## src/rtl/slsm_pkg.sv

```systemverilog
// Package with constants and types of the safely limited speed monitor.
package slsm_pkg;
  localparam int FREQ_W = 16;
  localparam int RAMP_VAL_W = 8;
  localparam int WAIT_W = 16;
  localparam int CLK_HZ = 20000000;
  // Frequencies are in 0.1 Hz; ramp value is in 0.1 units, so the rate in 0.1 Hz/s is unit*value.
  localparam int RATE_SCALE_US = 1;
  localparam int TICK_PERIOD_MS = 1;
  localparam int TICK_CYCLES = CLK_HZ / 1000 * TICK_PERIOD_MS;
  localparam logic [1:0] RAMP_UNIT_1 = 2'h0;
  localparam logic [1:0] RAMP_UNIT_10 = 2'h1;
  localparam logic [1:0] RAMP_UNIT_100 = 2'h2;
  localparam logic [7:0] FAULT_CODE_NONE = 8'h00;
  localparam logic [7:0] FAULT_CODE_OVERSPEED = 8'h01;
  localparam logic [7:0] FAULT_CODE_CONFIG = 8'h02;
  typedef enum logic [2:0] {
    SLSM_IDLE,
    SLSM_LIMIT,
    SLSM_RAMP,
    SLSM_STOP_RAMP,
    SLSM_TORQUE_OFF
  } slsm_state_t;
endpackage

```

## src/rtl/slsm_ramp.sv

```systemverilog
// Ramp generator that lowers a frequency at a programmable rate.
`timescale 1ns/10ps
module slsm_ramp #(
  parameter int FW = slsm_pkg::FREQ_W,
  parameter int TICK = slsm_pkg::TICK_CYCLES
) (
  input wire logic mclk,
  input wire logic resetn,
  input wire logic load,
  input wire logic [FW-1:0] start_freq,
  input wire logic run,
  input wire logic [FW-1:0] target,
  input wire logic [1:0] ramp_unit,
  input wire logic [slsm_pkg::RAMP_VAL_W-1:0] ramp_value,
  output logic [FW-1:0] freq,
  output logic done
);
  typedef struct packed {
    logic [31:0] tick;
    logic [31:0] accum;
    logic [FW-1:0] freq;
  } slsm_ramp_st_t;
  slsm_ramp_st_t st_ff, nxt_st;
  logic [31:0] rate;
  always_comb begin
    // Rate per second in 0.1 Hz units times 0.1 value gives unit*value in 0.1 Hz/s.
    case (ramp_unit)
      slsm_pkg::RAMP_UNIT_10: rate = 32'(ramp_value) * 32'd10;
      slsm_pkg::RAMP_UNIT_100: rate = 32'(ramp_value) * 32'd100;
      default: rate = 32'(ramp_value);
    endcase
  end
  always_comb begin
    nxt_st = st_ff;
    if (load) begin
      nxt_st.freq = start_freq;
      nxt_st.tick = 32'h0;
      nxt_st.accum = 32'h0;
    end else if (run && st_ff.freq > target) begin
      if (st_ff.tick >= 32'(TICK - 1)) begin
        nxt_st.tick = 32'h0;
        // Millisecond steps: accumulate rate and subtract whole 0.1 Hz per 1000.
        nxt_st.accum = st_ff.accum + rate;
        if (nxt_st.accum >= 32'd1000) begin
          if (32'(st_ff.freq) - 32'(target) > nxt_st.accum / 32'd1000) begin
            nxt_st.freq = st_ff.freq - FW'(nxt_st.accum / 32'd1000);
          end else begin
            nxt_st.freq = target;
          end
          nxt_st.accum = nxt_st.accum % 32'd1000;
        end
      end else begin
        nxt_st.tick = st_ff.tick + 32'h1;
      end
    end
  end
  always_ff @(posedge mclk or negedge resetn) begin
    if (!resetn) begin
      st_ff <= '0;
    end else begin
      st_ff <= nxt_st;
    end
  end
  assign freq = st_ff.freq;
  assign done = st_ff.freq <= target;
endmodule

```

## src/rtl/slsm_top.sv

```systemverilog
// Safely limited speed monitor with emergency stop category 1 handling.
`timescale 1ns/10ps
module slsm_top #(
  parameter int FW = slsm_pkg::FREQ_W,
  parameter int TICK = slsm_pkg::TICK_CYCLES
) (
  input wire logic mclk,
  input wire logic resetn,
  input wire logic limit_enable,
  input wire logic [2:0] limit_type,
  input wire logic estop_request,
  input wire logic estop_reset,
  input wire logic run_command,
  input wire logic signed [FW-1:0] stator_frequency,
  input wire logic signed [FW-1:0] reference_in,
  input wire logic [FW-1:0] speed_tolerance_threshold,
  input wire logic [FW-1:0] limited_speed_setpoint,
  input wire logic [FW-1:0] standstill_frequency_level,
  input wire logic [slsm_pkg::WAIT_W-1:0] below_standstill_grace_time,
  input wire logic [1:0] ramp_unit,
  input wire logic [slsm_pkg::RAMP_VAL_W-1:0] ramp_value,
  output logic signed [FW-1:0] reference_out,
  output logic torque_off_request,
  output logic controlled_stop_active,
  output logic safety_fault,
  output logic [7:0] safety_fault_code,
  output logic run_permitted,
  output logic limiter_active
);
  initial begin
    if (FW < 4 || TICK < 1) begin
      $error("slsm_top: unsupported parameters");
    end
  end

  typedef struct packed {
    slsm_pkg::slsm_state_t state;
    logic en_d;
    logic [FW-1:0] upper;
    logic [slsm_pkg::WAIT_W-1:0] wait_ms;
    logic [31:0] tick;
    logic grace;
    logic estop_latched;
    logic restart_blocked;
    logic run_d;
    logic signed [FW-1:0] ref_q;
    logic sto;
    logic ss1;
    logic fault;
    logic [7:0] code;
    logic permit;
    logic active;
  } slsm_st_t;

  slsm_st_t st_ff, nxt_st;

  function automatic logic [FW-1:0] mag(input logic signed [FW-1:0] v);
    mag = v[FW-1] ? FW'(-v) : FW'(v);
  endfunction

  function automatic logic signed [FW-1:0] clamp(input logic signed [FW-1:0] v,
                                                 input logic [FW-1:0] lo,
                                                 input logic [FW-1:0] hi);
    logic signed [FW:0] sv;
    sv = {v[FW-1], v};
    if (sv > $signed({2'b00, hi[FW-2:0]})) begin
      clamp = $signed(hi);
    end else if (sv < $signed({2'b00, lo[FW-2:0]})) begin
      clamp = $signed(lo);
    end else begin
      clamp = v;
    end
  endfunction

  logic [FW-1:0] sf_mag;
  logic activation;
  logic ramp_load;
  logic ramp_run;
  logic [FW-1:0] ramp_target;
  logic [FW-1:0] ramp_freq;
  logic ramp_done;
  logic type_23;
  logic type_123;
  logic type_456;
  logic run_edge;

  assign sf_mag = mag(stator_frequency);
  assign activation = limit_enable && !st_ff.en_d;
  assign type_23 = (limit_type == 3'd2) || (limit_type == 3'd3);
  assign type_123 = (limit_type == 3'd1) || type_23;
  assign type_456 = (limit_type >= 3'd4) && (limit_type <= 3'd6);
  assign run_edge = run_command && !st_ff.run_d;

  slsm_ramp #(
    .FW(FW),
    .TICK(TICK)
  ) u_ramp (
    .mclk(mclk),
    .resetn(resetn),
    .load(ramp_load),
    .start_freq(sf_mag),
    .run(ramp_run),
    .target(ramp_target),
    .ramp_unit(ramp_unit),
    .ramp_value(ramp_value),
    .freq(ramp_freq),
    .done(ramp_done)
  );

  always_comb begin
    ramp_load = 1'b0;
    ramp_run = 1'b0;
    ramp_target = limited_speed_setpoint;
    if ((estop_request && !st_ff.estop_latched && st_ff.state != slsm_pkg::SLSM_STOP_RAMP)
        || (activation && st_ff.state == slsm_pkg::SLSM_IDLE)) begin
      ramp_load = 1'b1;
    end
    if (st_ff.state == slsm_pkg::SLSM_STOP_RAMP) begin
      ramp_run = 1'b1;
      ramp_target = '0;
    end else if (st_ff.state == slsm_pkg::SLSM_RAMP) begin
      ramp_run = 1'b1;
      ramp_target = st_ff.upper;
    end
  end

  always_comb begin
    nxt_st = st_ff;
    nxt_st.en_d = limit_enable;
    nxt_st.run_d = run_command;
    nxt_st.tick = st_ff.tick + 32'h1;
    if (st_ff.tick >= 32'(TICK - 1)) begin
      nxt_st.tick = 32'h0;
      if (st_ff.wait_ms != '0) begin
        nxt_st.wait_ms = st_ff.wait_ms - 1'b1;
      end
    end
    // A fresh run command edge clears the restart block once no stop is pending.
    if (run_edge && !st_ff.estop_latched && !st_ff.sto && !st_ff.ss1) begin
      nxt_st.restart_blocked = 1'b0;
    end
    if (estop_reset && !estop_request) begin
      // Reset only releases the latch; motion still waits for a new run edge.
      nxt_st.estop_latched = 1'b0;
    end
    case (st_ff.state)
      slsm_pkg::SLSM_IDLE: begin
        nxt_st.ref_q = reference_in;
        if (activation) begin
          nxt_st.active = 1'b1;
          nxt_st.wait_ms = below_standstill_grace_time;
          nxt_st.tick = 32'h0;
          nxt_st.grace = below_standstill_grace_time != '0;
          nxt_st.upper = limited_speed_setpoint;
          nxt_st.state = slsm_pkg::SLSM_LIMIT;
          if (limit_type == 3'd4 && speed_tolerance_threshold <= limited_speed_setpoint) begin
            nxt_st.fault = 1'b1;
            nxt_st.code = slsm_pkg::FAULT_CODE_CONFIG;
            nxt_st.sto = 1'b1;
            nxt_st.state = slsm_pkg::SLSM_TORQUE_OFF;
          end else if (limit_type == 3'd1) begin
            if (sf_mag > speed_tolerance_threshold) begin
              nxt_st.sto = 1'b1;
              nxt_st.fault = 1'b1;
              nxt_st.code = slsm_pkg::FAULT_CODE_OVERSPEED;
              nxt_st.state = slsm_pkg::SLSM_TORQUE_OFF;
            end else begin
              nxt_st.upper = sf_mag;
            end
          end else if (sf_mag > speed_tolerance_threshold && limit_type != 3'd2) begin
            if (limit_type == 3'd3) begin
              nxt_st.ss1 = 1'b1;
              nxt_st.state = slsm_pkg::SLSM_STOP_RAMP;
            end else if (limit_type == 3'd4) begin
              nxt_st.sto = 1'b1;
              nxt_st.fault = 1'b1;
              nxt_st.code = slsm_pkg::FAULT_CODE_OVERSPEED;
              nxt_st.state = slsm_pkg::SLSM_TORQUE_OFF;
            end else if (limit_type == 3'd5) begin
              nxt_st.state = slsm_pkg::SLSM_RAMP;
            end else begin
              nxt_st.upper = '0;
              nxt_st.state = slsm_pkg::SLSM_RAMP;
            end
          end else if (sf_mag > limited_speed_setpoint) begin
            nxt_st.state = slsm_pkg::SLSM_RAMP;
          end
        end
      end
      slsm_pkg::SLSM_RAMP: begin
        nxt_st.ref_q = stator_frequency[FW-1] ? -$signed(ramp_freq) : $signed(ramp_freq);
        if (type_123 && sf_mag >= speed_tolerance_threshold) begin
          nxt_st.sto = 1'b1;
          nxt_st.fault = 1'b1;
          nxt_st.code = slsm_pkg::FAULT_CODE_OVERSPEED;
          nxt_st.state = slsm_pkg::SLSM_TORQUE_OFF;
        end else if (ramp_done) begin
          // Ramp to zero ends in a held zero reference inside the limit window.
          nxt_st.upper = (st_ff.upper == '0) ? '0 : limited_speed_setpoint;
          nxt_st.state = slsm_pkg::SLSM_LIMIT;
        end
      end
      slsm_pkg::SLSM_LIMIT: begin
        if (limit_type == 3'd1) begin
          nxt_st.ref_q = clamp(reference_in, standstill_frequency_level, st_ff.upper);
        end else if (type_23) begin
          nxt_st.ref_q = clamp(reference_in, standstill_frequency_level, st_ff.upper);
        end else begin
          nxt_st.ref_q = (mag(reference_in) > st_ff.upper) ?
                         (reference_in[FW-1] ? -$signed(st_ff.upper) : $signed(st_ff.upper)) :
                         reference_in;
        end
        if (st_ff.grace && st_ff.wait_ms == '0) begin
          nxt_st.grace = 1'b0;
        end
        if (sf_mag >= speed_tolerance_threshold) begin
          nxt_st.sto = 1'b1;
          nxt_st.fault = 1'b1;
          nxt_st.code = slsm_pkg::FAULT_CODE_OVERSPEED;
          nxt_st.state = slsm_pkg::SLSM_TORQUE_OFF;
        end else if (type_123 && sf_mag <= standstill_frequency_level) begin
          if (!(type_23 && st_ff.grace && st_ff.wait_ms != '0)) begin
            nxt_st.sto = 1'b1;
            nxt_st.state = slsm_pkg::SLSM_TORQUE_OFF;
          end
        end else if (type_23) begin
          nxt_st.grace = 1'b0;
        end
        if (!limit_enable) begin
          nxt_st.active = 1'b0;
          nxt_st.state = slsm_pkg::SLSM_IDLE;
        end
      end
      slsm_pkg::SLSM_STOP_RAMP: begin
        // Power stays on while the stop ramp runs; torque goes off at standstill or once the ramp reaches zero.
        nxt_st.ref_q = stator_frequency[FW-1] ? -$signed(ramp_freq) : $signed(ramp_freq);
        if (sf_mag <= standstill_frequency_level || ramp_done) begin
          nxt_st.sto = 1'b1;
          nxt_st.ss1 = 1'b0;
          nxt_st.state = slsm_pkg::SLSM_TORQUE_OFF;
        end
      end
      default: begin
        nxt_st.ref_q = '0;
        nxt_st.restart_blocked = 1'b1;
        if (!limit_enable && !st_ff.estop_latched && !st_ff.fault && run_edge) begin
          nxt_st.sto = 1'b0;
          nxt_st.active = 1'b0;
          nxt_st.restart_blocked = 1'b0;
          nxt_st.state = slsm_pkg::SLSM_IDLE;
        end
      end
    endcase
    if (!limit_enable && st_ff.state == slsm_pkg::SLSM_RAMP && limit_type != 3'd6) begin
      nxt_st.state = slsm_pkg::SLSM_RAMP;
    end
    // The emergency stop is evaluated last so it overrides the decisions of every state except SLSM_STOP_RAMP and SLSM_TORQUE_OFF.
    if (estop_request) begin
      nxt_st.estop_latched = 1'b1;
      nxt_st.restart_blocked = 1'b1;
      if (st_ff.state != slsm_pkg::SLSM_STOP_RAMP && st_ff.state != slsm_pkg::SLSM_TORQUE_OFF) begin
        nxt_st.ss1 = 1'b1;
        nxt_st.state = slsm_pkg::SLSM_STOP_RAMP;
      end
    end
    nxt_st.permit = !nxt_st.estop_latched && !nxt_st.restart_blocked && !nxt_st.sto
                    && run_command;
  end

  always_ff @(posedge mclk or negedge resetn) begin
    if (!resetn) begin
      st_ff <= '0;
      st_ff.state <= slsm_pkg::SLSM_IDLE;
      st_ff.restart_blocked <= 1'b1;
      st_ff.code <= slsm_pkg::FAULT_CODE_NONE;
    end else begin
      st_ff <= nxt_st;
    end
  end

  always_ff @(posedge mclk or negedge resetn) begin
    if (!resetn) begin
      reference_out <= '0;
      torque_off_request <= 1'b0;
      controlled_stop_active <= 1'b0;
      safety_fault <= 1'b0;
      safety_fault_code <= slsm_pkg::FAULT_CODE_NONE;
      run_permitted <= 1'b0;
      limiter_active <= 1'b0;
    end else begin
      reference_out <= st_ff.permit ? st_ff.ref_q : '0;
      torque_off_request <= st_ff.sto;
      controlled_stop_active <= st_ff.ss1;
      safety_fault <= st_ff.fault;
      safety_fault_code <= st_ff.code;
      run_permitted <= st_ff.permit;
      limiter_active <= st_ff.active;
    end
  end
endmodule

```

## config.mk

```make
export PLATFORM = sky130hd
export DESIGN_NAME = slsm_top
export DESIGN_NICKNAME = d
export VERILOG_FILES = /design/src/rtl/slsm_pkg.sv /design/src/rtl/slsm_ramp.sv /design/src/rtl/slsm_top.sv
export SDC_FILE = /design/constraint.sdc
export NUM_CORES = 1
export LEC_CHECK = 0
export ABC_AREA = 1
export BUFFER_PORTS_ARGS = -buffer_cell sky130_fd_sc_hd__buf_2
export CAP_MARGIN = 30
export CELL_PAD_IN_SITES_DETAIL_PLACEMENT = 1
export CELL_PAD_IN_SITES_GLOBAL_PLACEMENT = 2
export CORE_AREA = 3 3 271 273
export CTS_BUF_LIST = sky130_fd_sc_hd__clkbuf_2 sky130_fd_sc_hd__clkbuf_4 sky130_fd_sc_hd__clkbuf_8
export CTS_CLUSTER_DIAMETER = 60
export DETAILED_ROUTE_END_ITERATION = 10
export DIE_AREA = 0 0 274 276
export HOLD_SLACK_MARGIN = 0.06
export PLACE_DENSITY = 0.9
export SYNTH_ARGS = -nofsm -noshare
export SYNTH_HDL_FRONTEND = slang
export SYNTH_HIERARCHICAL = 1
export SYNTH_SLANG_ARGS = --single-unit
```

## constraint.sdc

```tcl
create_clock -name mclk -period 17.7 [get_ports mclk]
set_input_delay 1.77 -clock mclk [delete_from_list [all_inputs] [get_ports mclk]]
set_output_delay 1.77 -clock mclk [all_outputs]
set_load 0.02 [all_outputs]
```

# After elaboration in Yosys (flattened, before gate mapping)
# Cells that the tools add are included.
[word_totals] reg_bits=210 word_cells=239
[classes] add_sub_neg=10 n_mul=2 div_mod_pow=2 n_lt_le_gt_ge=14 n_eq_ne=24 muxes=99 bitwise=1 reduce_logical=61
[op_table] operator="$mux W16" n=24
[op_table] operator="$mux W48" n=4
[op_table] operator="$mux W80" n=2
[op_table] operator="$gt A16 B16 Y1" n=5
[op_table] operator="$pmux W17 S4" n=1
[op_table] operator="$mux W65" n=1
[op_table] operator="$add A32 B1 Y32 const B" n=2
[op_table] operator="$ge A32 B15 Y1 const B" n=2
[op_table] operator="$neg A16 Y16" n=4
[op_table] operator="$mux W9" n=7
[op_table] operator="$mux W3" n=18
[op_table] operator="$le A16 B16 Y1" n=3
[op_table] operator="$add A32 B15 Y32" n=1
[op_table] operator="$div A32 B10 Y32 const B" n=1
[op_table] operator="$ge A32 B10 Y1 const B" n=1
[op_table] operator="$gt A32 B32 Y1" n=1
[op_table] operator="$logic_not A16 Y1" n=2
[op_table] operator="$mod A32 B10 Y32 const B" n=1
[op_table] operator="$mux W32" n=1
[op_table] operator="$pmux W16 S2" n=1
[op_table] operator="$reduce_bool A16 Y1" n=2
[op_table] operator="$pmux W15 S2" n=1
[op_table] operator="$mux W1" n=29
[op_table] operator="$pmux W9 S3" n=1
[op_table] operator="other kinds (36)" n=98

# Logic depth before layout (Yosys ltp)
# Gate-level depths: netlist (run 1).
[logic_depth] word_depth=12 mapped_depth=186 mapped_depth_nobuf=186

# By module
# The synthesis (run 1) kept the hierarchy.
[by_module_without_submodules] mod="slsm_ramp" instances=1 cells_each=2246 area_per_inst_um2=14416.3 seq_area_each_um2=2001.9
[by_module_without_submodules] mod="slsm_top" instances=1 cells_each=1688 area_per_inst_um2=11129.4 seq_area_each_um2=2954.1

# Worst setup path after synthesis (run 1)
# No wires, ideal clock.
[synth_path] path_type="input port to flip-flop" start="in ramp_value[2] in the netlist's numbering" end="reg u_ramp.st_ff, in the netlist u_ramp/freq[15]" arrival_ns=18.216 required_ns=17.573 path_slack_ns=-0.643 path_stages=169 path_cell_list="ha_1 -> ha_1 -> fa_1 -> ha_1 -> inv_1 -> nor2_1 -> o21ai_0 -> nand2_1 -> inv_1 -> nor2_1 -> nor2_1 -> nor2_1 -> nor2_1 -> nor2_1 -> nor2_1 -> inv_1 -> a21oi_1 -> o21ai_0 -> [133 not listed] -> a21oi_1 -> o21bai_1 -> a21oi_1 -> o21ai_0 -> a21oi_1 -> o21bai_1 -> a21oi_1 -> o21bai_1 -> nand2_1 -> nand2_1 -> a21oi_1 -> o21bai_1 -> a21oi_1 -> xnor2_1 -> xor2_1 -> a21oi_1 -> a21oi_1 -> o21ai_0"
[synth_via] elab_chain_cells=10
[synth_lines] element="from (decl)" line_no="slsm_top.sv:21" source="input wire logic [slsm_pkg::RAMP_VAL_W-1:0] ramp_value,"
[synth_lines] element="$mul A8 B3 Y11 / $mul A8 B5 Y13 (equally long branches)" line_no="slsm_ramp.sv:28, slsm_ramp.sv:29"
[synth_lines] element="$pmux W15 S2 (*)" line_no="slsm_ramp.sv:27" source="case (ramp_unit)"
[synth_lines] element="$add A32 B15 Y32 (*)" line_no="slsm_ramp.sv:43" source="nxt_st.accum = st_ff.accum + rate;"
[synth_lines] element="$div A32 B10 Y32" line_no="slsm_ramp.sv:45, slsm_ramp.sv:46"
[synth_lines] element="$gt A32 B32 Y1 / $sub A16 B16 Y16 (equally long branches)" line_no="slsm_ramp.sv:45, slsm_ramp.sv:46"
[synth_lines] element="$mux W16" line_no="slsm_ramp.sv:45" source="if (32'(st_ff.freq) - 32'(target) > nxt_st.accum / 32'd1000) begin"
[synth_lines] element="$mux W48" line_no="slsm_ramp.sv:44" source="if (nxt_st.accum >= 32'd1000) begin"
[synth_lines] element="$mux W48" line_no="slsm_ramp.sv:40" source="if (st_ff.tick >= 32'(TICK - 1)) begin"
[synth_lines] element="$mux W80" line_no="slsm_ramp.sv:39" source="end else if (run && st_ff.freq > target) begin"
[synth_lines] element="$mux W80" line_no="slsm_ramp.sv:35" source="if (load) begin"
[synth_lines] element="to (signal assigned)" line_no="slsm_ramp.sv:61" source="st_ff <= nxt_st;"
[synth_lines] element="to (decl)" line_no="slsm_ramp.sv:23" source="slsm_ramp_st_t st_ff, nxt_st;"
# Every way passes the cells marked *; elsewhere a longest branch is shown, timed or not. The select of a mux whose other input is x is not followed.
# A chain may end at the register's enable or synchronous reset.

# Final worst setup path (run 1)
[layout_path] start="in ramp_value[2] in the netlist's numbering" end="reg u_ramp.st_ff, in the netlist u_ramp/freq[3]"
# Same word-level chain as after synthesis.

==> results of run 1 <==
## routing by layer
layer  GRT usage, %  share of wire, %  vias to the layer above
met2          46.61                52                      542
met5              0                 0                        -
met4          8.576               4.0                        0
met1          30.82                41                    14010
met3          2.126               2.7                      196
li1               -                 -                    13860
## repair_timing
item | 4_1_cts | 5_1_grt
pin swaps | 149 | 141
gates resized for setup | 311 | 215
hold endpoints to repair | 0 | 0
cloned | 4 | 0
setup buffers | 113 | 48
setup endpoints to repair | 23 | 23
## critical path: cells and delay by family
kind                       cells  cell delay [ns]
xor gates and xnor gates       1             0.20
buffers and inverters         30             2.72
AOI/OAI and AO/OA             19             2.86
and+or+nand+nor              108            11.89
adders and majority gates      6             1.78
## layout by cell type (no fill, tap or decap), types with 18 or more instances in the layout
| cell | synthesis | layout |
|---|---|---|
| a21oi_1 | 186 | 162 |
| a21oi_2 | 4 | 24 |
| a31oi_1 | 20 | 20 |
| buf_2 | 10 | 133 |
| buf_4 | 28 | 513 |
| buf_6 | 8 | 25 |
| clkbuf_8 | 0 | 18 |
| conb_1 | 1 | 23 |
| dfrtp_1 | 197 | 197 |
| ha_1 | 226 | 212 |
| inv_1 | 565 | 554 |
| inv_2 | 83 | 70 |
| inv_4 | 4 | 25 |
| nand2_1 | 984 | 888 |
| nand2_2 | 127 | 145 |
| nand2_4 | 48 | 112 |
| nand2_8 | 7 | 23 |
| nand3_1 | 287 | 229 |
| nand3_2 | 57 | 84 |
| nand3_4 | 14 | 45 |
| nand4_1 | 57 | 57 |
| nor2_1 | 344 | 306 |
| nor2_2 | 28 | 36 |
| nor2_4 | 20 | 50 |
| nor3_1 | 42 | 40 |
| nor4_1 | 21 | 21 |
| o21ai_0 | 127 | 98 |
| o21ai_1 | 52 | 52 |
| o21ai_2 | 10 | 32 |
| o22ai_1 | 21 | 21 |
| xnor2_1 | 18 | 18 |
| xor2_1 | 124 | 120 |
## state kept, by name, indices dropped and copies added (netlist names)
register,flops
reference_out,16
safety_fault_code,2
u_ramp/st_ff,64
limiter_active,1
run_permitted,1
torque_off_request,1
u_ramp/freq,16
controlled_stop_active,1
safety_fault,1
st_ff,95
## cells by family after synthesis
| family | after synthesis |
|---|---|
| and+or+nand+nor | 2086 |
| AOI/OAI and AO/OA | 518 |
| DFF | 198 |
| adders and majority gates | 233 |
| xor gates and xnor gates | 144 |
| other | 1 |
| buffers and inverters | 754 |
## path summary, 6_finish.rpt
check,to,cells past startpoint,from
hold reg to reg,limiter_active,0,st_ff[0]
max in group asynchronous,u_ramp/st_ff[23],3,resetn
min in group asynchronous,safety_fault_code[0],1,resetn
setup / recovery,u_ramp/freq[3],164,ramp_value[2]
hold / removal,limiter_active,0,st_ff[0]
setup reg to reg,u_ramp/freq[3],145,u_ramp/st_ff[22]
## area by class of cell
cell class	instances	area share, %
clock inverters	13	0.5450
flip-flops and latches	198	14.59
clock buffers	19	0.7512
repair buffers	680	14.60
well taps	950	3.498
diodes	1	0.007365
inverters	666	7.637
multi-input cells	3006	58.38
## through the flow
step / worst slack (ns) / setup TNS [ns] / hold WS (ns)
after global routing: -4.246 / -82.74 / 0.4278
final: -3.150 / -57.42 / 0.4029
after detailed placement: -3.070 / -49.58 / 0.3735
after global placement: -2.309 / -34.16 / 0.3841
after CTS: -1.539 / -22.79 / 0.4095
after floorplan: -0.4287 / -1.009 / 0.3519
==> impl_metrics.tcl, run 1 <==
set metrics [dict create \
    dp_hpwl_um 75010 \
    ys_seq_area_share_pct 19.40 \
    die_height_um 276 \
    pin_count 144 \
    cts_root_buf "clkbuf_8" \
    fill_cells 9290 \
    yosysMostFrequentCell "nand2_1" \
    via_per_inst 5.170 \
    reg2reg_slack_ns -0.09 \
    netlist_instances 3934 \
    tightest_slew_ns 1.081 \
    muxShareOfSynthArea_pct 0 \
    gp_congestion 0.9485 \
    globalRoute.totalOverflow 0 \
    layout.cells.non_filler 5533 \
    drive_above_1_share_pct 31.58 \
    dr.pass1.iters 5 \
    rsz0062_at_grt "true" \
    max_slew_margin_pct 27.38 \
    grt_first_pass_wirelength_um 155300 \
    final_util_pct 47.61 \
    multi_input_area_mm2 0.01984 \
    routed_wl_um 105800 \
    worstPathMaxFanout 7 \
    start_util_pct 35.80 \
    end_kind "flop" \
    die_x_um 274 \
    dpl_cell_area_mm2 0.03005 \
    core_area_mm2 0.07136 \
    violations "negative setup slack" \
    ys_ff_latch 198 \
    synthFlopType "dfrtp_1" \
    antenna_left 0 \
    clk_latency_ns 0.59 \
    numCtsBuffers 17 \
    syn_avg_cell_area_um2 6.494 \
    rows 98 \
    vias 28610 \
    drc 0 \
    cts-htree-levels 4 \
    cpMaxStageDelayCell "fa_1" \
    cts_tree "done" \
    hp-class "flop to flop" \
    synth_fa_ha_area_share_pct 11.62 \
    setup_viol 23 \
    max_freq_ghz 0.04796 \
    cp-start-kind "input pin" \
    ys_top_cells_by_count "nand2_1, inv_1, nor2_1, nand3_1, ha_1" \
    clock_path_buffers 2 \
    antenna_found_initial 2 \
    fin_area_mm2 0.03398 \
    cts_sinks 198 \
    cp_data_arrival_time_ns 21.25 \
    grt_max_degree 122 \
    final_hold_viol_count 0 \
    drtIter0Drc 1459 \
    maxSlewViolCount 0 \
    synth_edf_count 0 \
    crit_top_cell "nand2_4" \
    min_period_over_period_pct 117.8 \
    wl_per_cell_um 19.12 \
    area_growth_pct 33.01 \
    fin_nets 4917 \
    synth_xor_area_share_pct 5.040 \
    regArea_mm2 0.004956 \
    yosys.area_share.simple_pct 40.17 \
    die_area_mm2 0.07562 \
    crit_type "input pin to flop" \
    setup_slack_ns -3.150 \
    yosys.area.top_type "dfrtp_1" \
    cp_slowest_stage_delay_ns 0.46 \
    clk_pin_slew_ns 0.12 \
    place_inst 5334 \
    synth_top_cell_area_share_pct 19.30 \
    fin_skew_ns 0.04246 \
    synth_top_family_by_area "simple AND/OR/NAND/NOR gates" \
    hold_buffers 0 \
    async_flop_share_pct 100.0 \
    yosys-top-cells-area "dfrtp_1, nand2_1, ha_1, inv_1, nand3_1" \
    grt_pass1_vias 29060 \
    cap_violations 0 \
    critPathRequiredTime_ns 18.10 \
    portBuffers 137 \
    period_minus_slack_ns 20.85 \
    yosysWarnings 6 \
    grt_usage_pct 25.36 \
    outcome "finished, violations left" \
    ys_types 81 \
    syn-cell-area_mm2 0.02555 \
    synth-compound-area-share_pct 11.88 \
]
Power of run 1 is left out: the tool's default activity adds up to more than one toggle a clock period on the data nets, which glitch-free logic cannot reach.
==> inputs of run 2 (changes only) <==
--- a/config.mk
+++ b/config.mk
@@ -17,6 +17,7 @@
 export DIE_AREA = 0 0 274 276
 export HOLD_SLACK_MARGIN = 0.06
 export PLACE_DENSITY = 0.9
+export SKIP_LAST_GASP = 1
 export SYNTH_ARGS = -nofsm -noshare
 export SYNTH_HDL_FRONTEND = slang
 export SYNTH_HIERARCHICAL = 1
==> impl_metrics.tcl, run 2 (synthesis gave the netlist of run 1 again) <==
set metrics [dict create \
    routed_wl_um 105600 \
    cap_violations 0 \
    max_slew_margin_pct 34.24 \
    final_common_cell "nand2_1" \
    path_buf_inv 26 \
    core_area_mm2 0.07136 \
    layout.cells.non_filler 5537 \
    cts_root_buf "clkbuf_8" \
    cp-start-kind "input pin" \
    final_util_pct 47.78 \
    max_freq_ghz 0.04818 \
    min_period_over_period_pct 117.3 \
    drtIter0Drc 1434 \
    hold_buffers 0 \
    drc 0 \
    fin_skew_ns 0.03875 \
    antenna_found_initial 2 \
    setup_slack_ns -3.054 \
    period_minus_slack_ns 20.75 \
    grt_pass1_vias 29070 \
    clk_pin_slew_ns 0.12 \
    grt_usage_pct 25.36 \
    end_kind "flop" \
    largest_reg_flops 95 \
    rsz0062_at_grt "true" \
    pin_count 144 \
    grt_max_degree 122 \
    cp_data_arrival_time_ns 21.25 \
    crit_top_cell "nand2_2" \
    hp-class "flop to flop" \
    outcome "finished, violations left" \
    tightest_slew_ns 0.9793 \
    clock_path_buffers 2 \
    wl_per_cell_um 19.08 \
    antenna_left 0 \
    maxSlewViolCount 0 \
    cts_tree "done" \
    clk_latency_ns 0.59 \
    top_regs "st_ff x95, u_ramp/st_ff x64" \
    globalRoute.totalOverflow 0 \
    gp_congestion 0.9485 \
    critPathRequiredTime_ns 18.19 \
    violations "negative setup slack" \
    cts_sinks 198 \
    drive_above_1_share_pct 31.92 \
    place_inst 5334 \
    final_cell_mix "nand2_1, inv_1, buf_4" \
    cts-htree-levels 4 \
    start_util_pct 35.80 \
    fin_nets 4921 \
    cp_slowest_stage_delay_ns 0.46 \
    vias 28610 \
    worstPathMaxFanout 7 \
    via_per_inst 5.166 \
    fill_cells 9309 \
    dpl_cell_area_mm2 0.03005 \
    whs_ns 0.4040 \
    crit_type "input pin to flop" \
    numCtsBuffers 17 \
    area_growth_pct 33.49 \
    grt_first_pass_wirelength_um 155300 \
    die_height_um 276 \
    die_area_mm2 0.07562 \
    setup_viol 23 \
    portBuffers 137 \
    cpMaxStageDelayCell "fa_1" \
    die_x_um 274 \
    final_hold_viol_count 0 \
    dp_hpwl_um 75010 \
    rows 98 \
    regMostFlops "st_ff" \
    path_delay_family "simple AND/OR/NAND/NOR gates" \
    dr.pass1.iters 5 \
    fin_area_mm2 0.03410 \
]
==> run 2: worst paths after layout <==
path,startpoint,depth (start not counted),slack [ns],endpoint
max in group asynchronous,resetn,3,15.03,u_ramp/st_ff[23]
hold reg to reg,st_ff[0],0,0.40,limiter_active
min in group asynchronous,resetn,1,1.30,safety_fault_code[0]
setup / recovery,ramp_value[2],164,-3.05,u_ramp/freq[12]
setup reg to reg,u_ramp/st_ff[22],144,0.02,u_ramp/freq[12]
hold / removal,st_ff[0],0,0.40,limiter_active
==> run 2: stage by stage <==
stage,setup TNS (ns),setup WS [ns]
global route,-84.55,-4.407
global placement,-34.16,-2.309
finish,-56.60,-3.054
CTS,-22.92,-1.539
floorplan,-1.009,-0.4287
detailed placement,-49.58,-3.070
==> run 2: final cells by class <==
class	instances	area [um^2]	area share (%)
diodes	1	2.502	0.007338
repair buffers	684	5021	14.72
well taps	950	1189	3.486
clock inverters	13	185.2	0.5430
inverters	666	2592	7.603
clock buffers	19	255.2	0.7485
flip-flops and latches	198	4956	14.53
multi-input cells	3006	19900	58.35
==> run 2: what timing repair did <==
action	CTS	global route
cloned	4	0
endpoints found under the hold margin	0	0
endpoints found under the setup margin	23	23
buffers inserted	113	53
pin swaps	149	142
resized for setup	305	243
==> run 2: routing by layer <==
| metal | share of wire [%] | routed length [um] | GRT usage [%] |
|---|---|---|---|
| met5 | 0 | 0 | 0 |
| met4 | 4.1 | 4345 | 8.699 |
| met3 | 2.7 | 2874 | 2.109 |
| met2 | 52 | 54880 | 46.57 |
| met1 | 41 | 43520 | 30.80 |
==> run 2: worst reg2reg max path, delay by kind of cell, from the launching register on <==
family | cells | cell delay, ns
AO/OA/AOI/OAI | 14 | 2.44
AND/OR/NAND/NOR | 106 | 11.93
adder cells (fa/ha/maj) | 2 | 0.52
buffers and inverters | 22 | 2.30
flip-flops | 1 | 0.41
Power of run 2 is left out for the same reason.
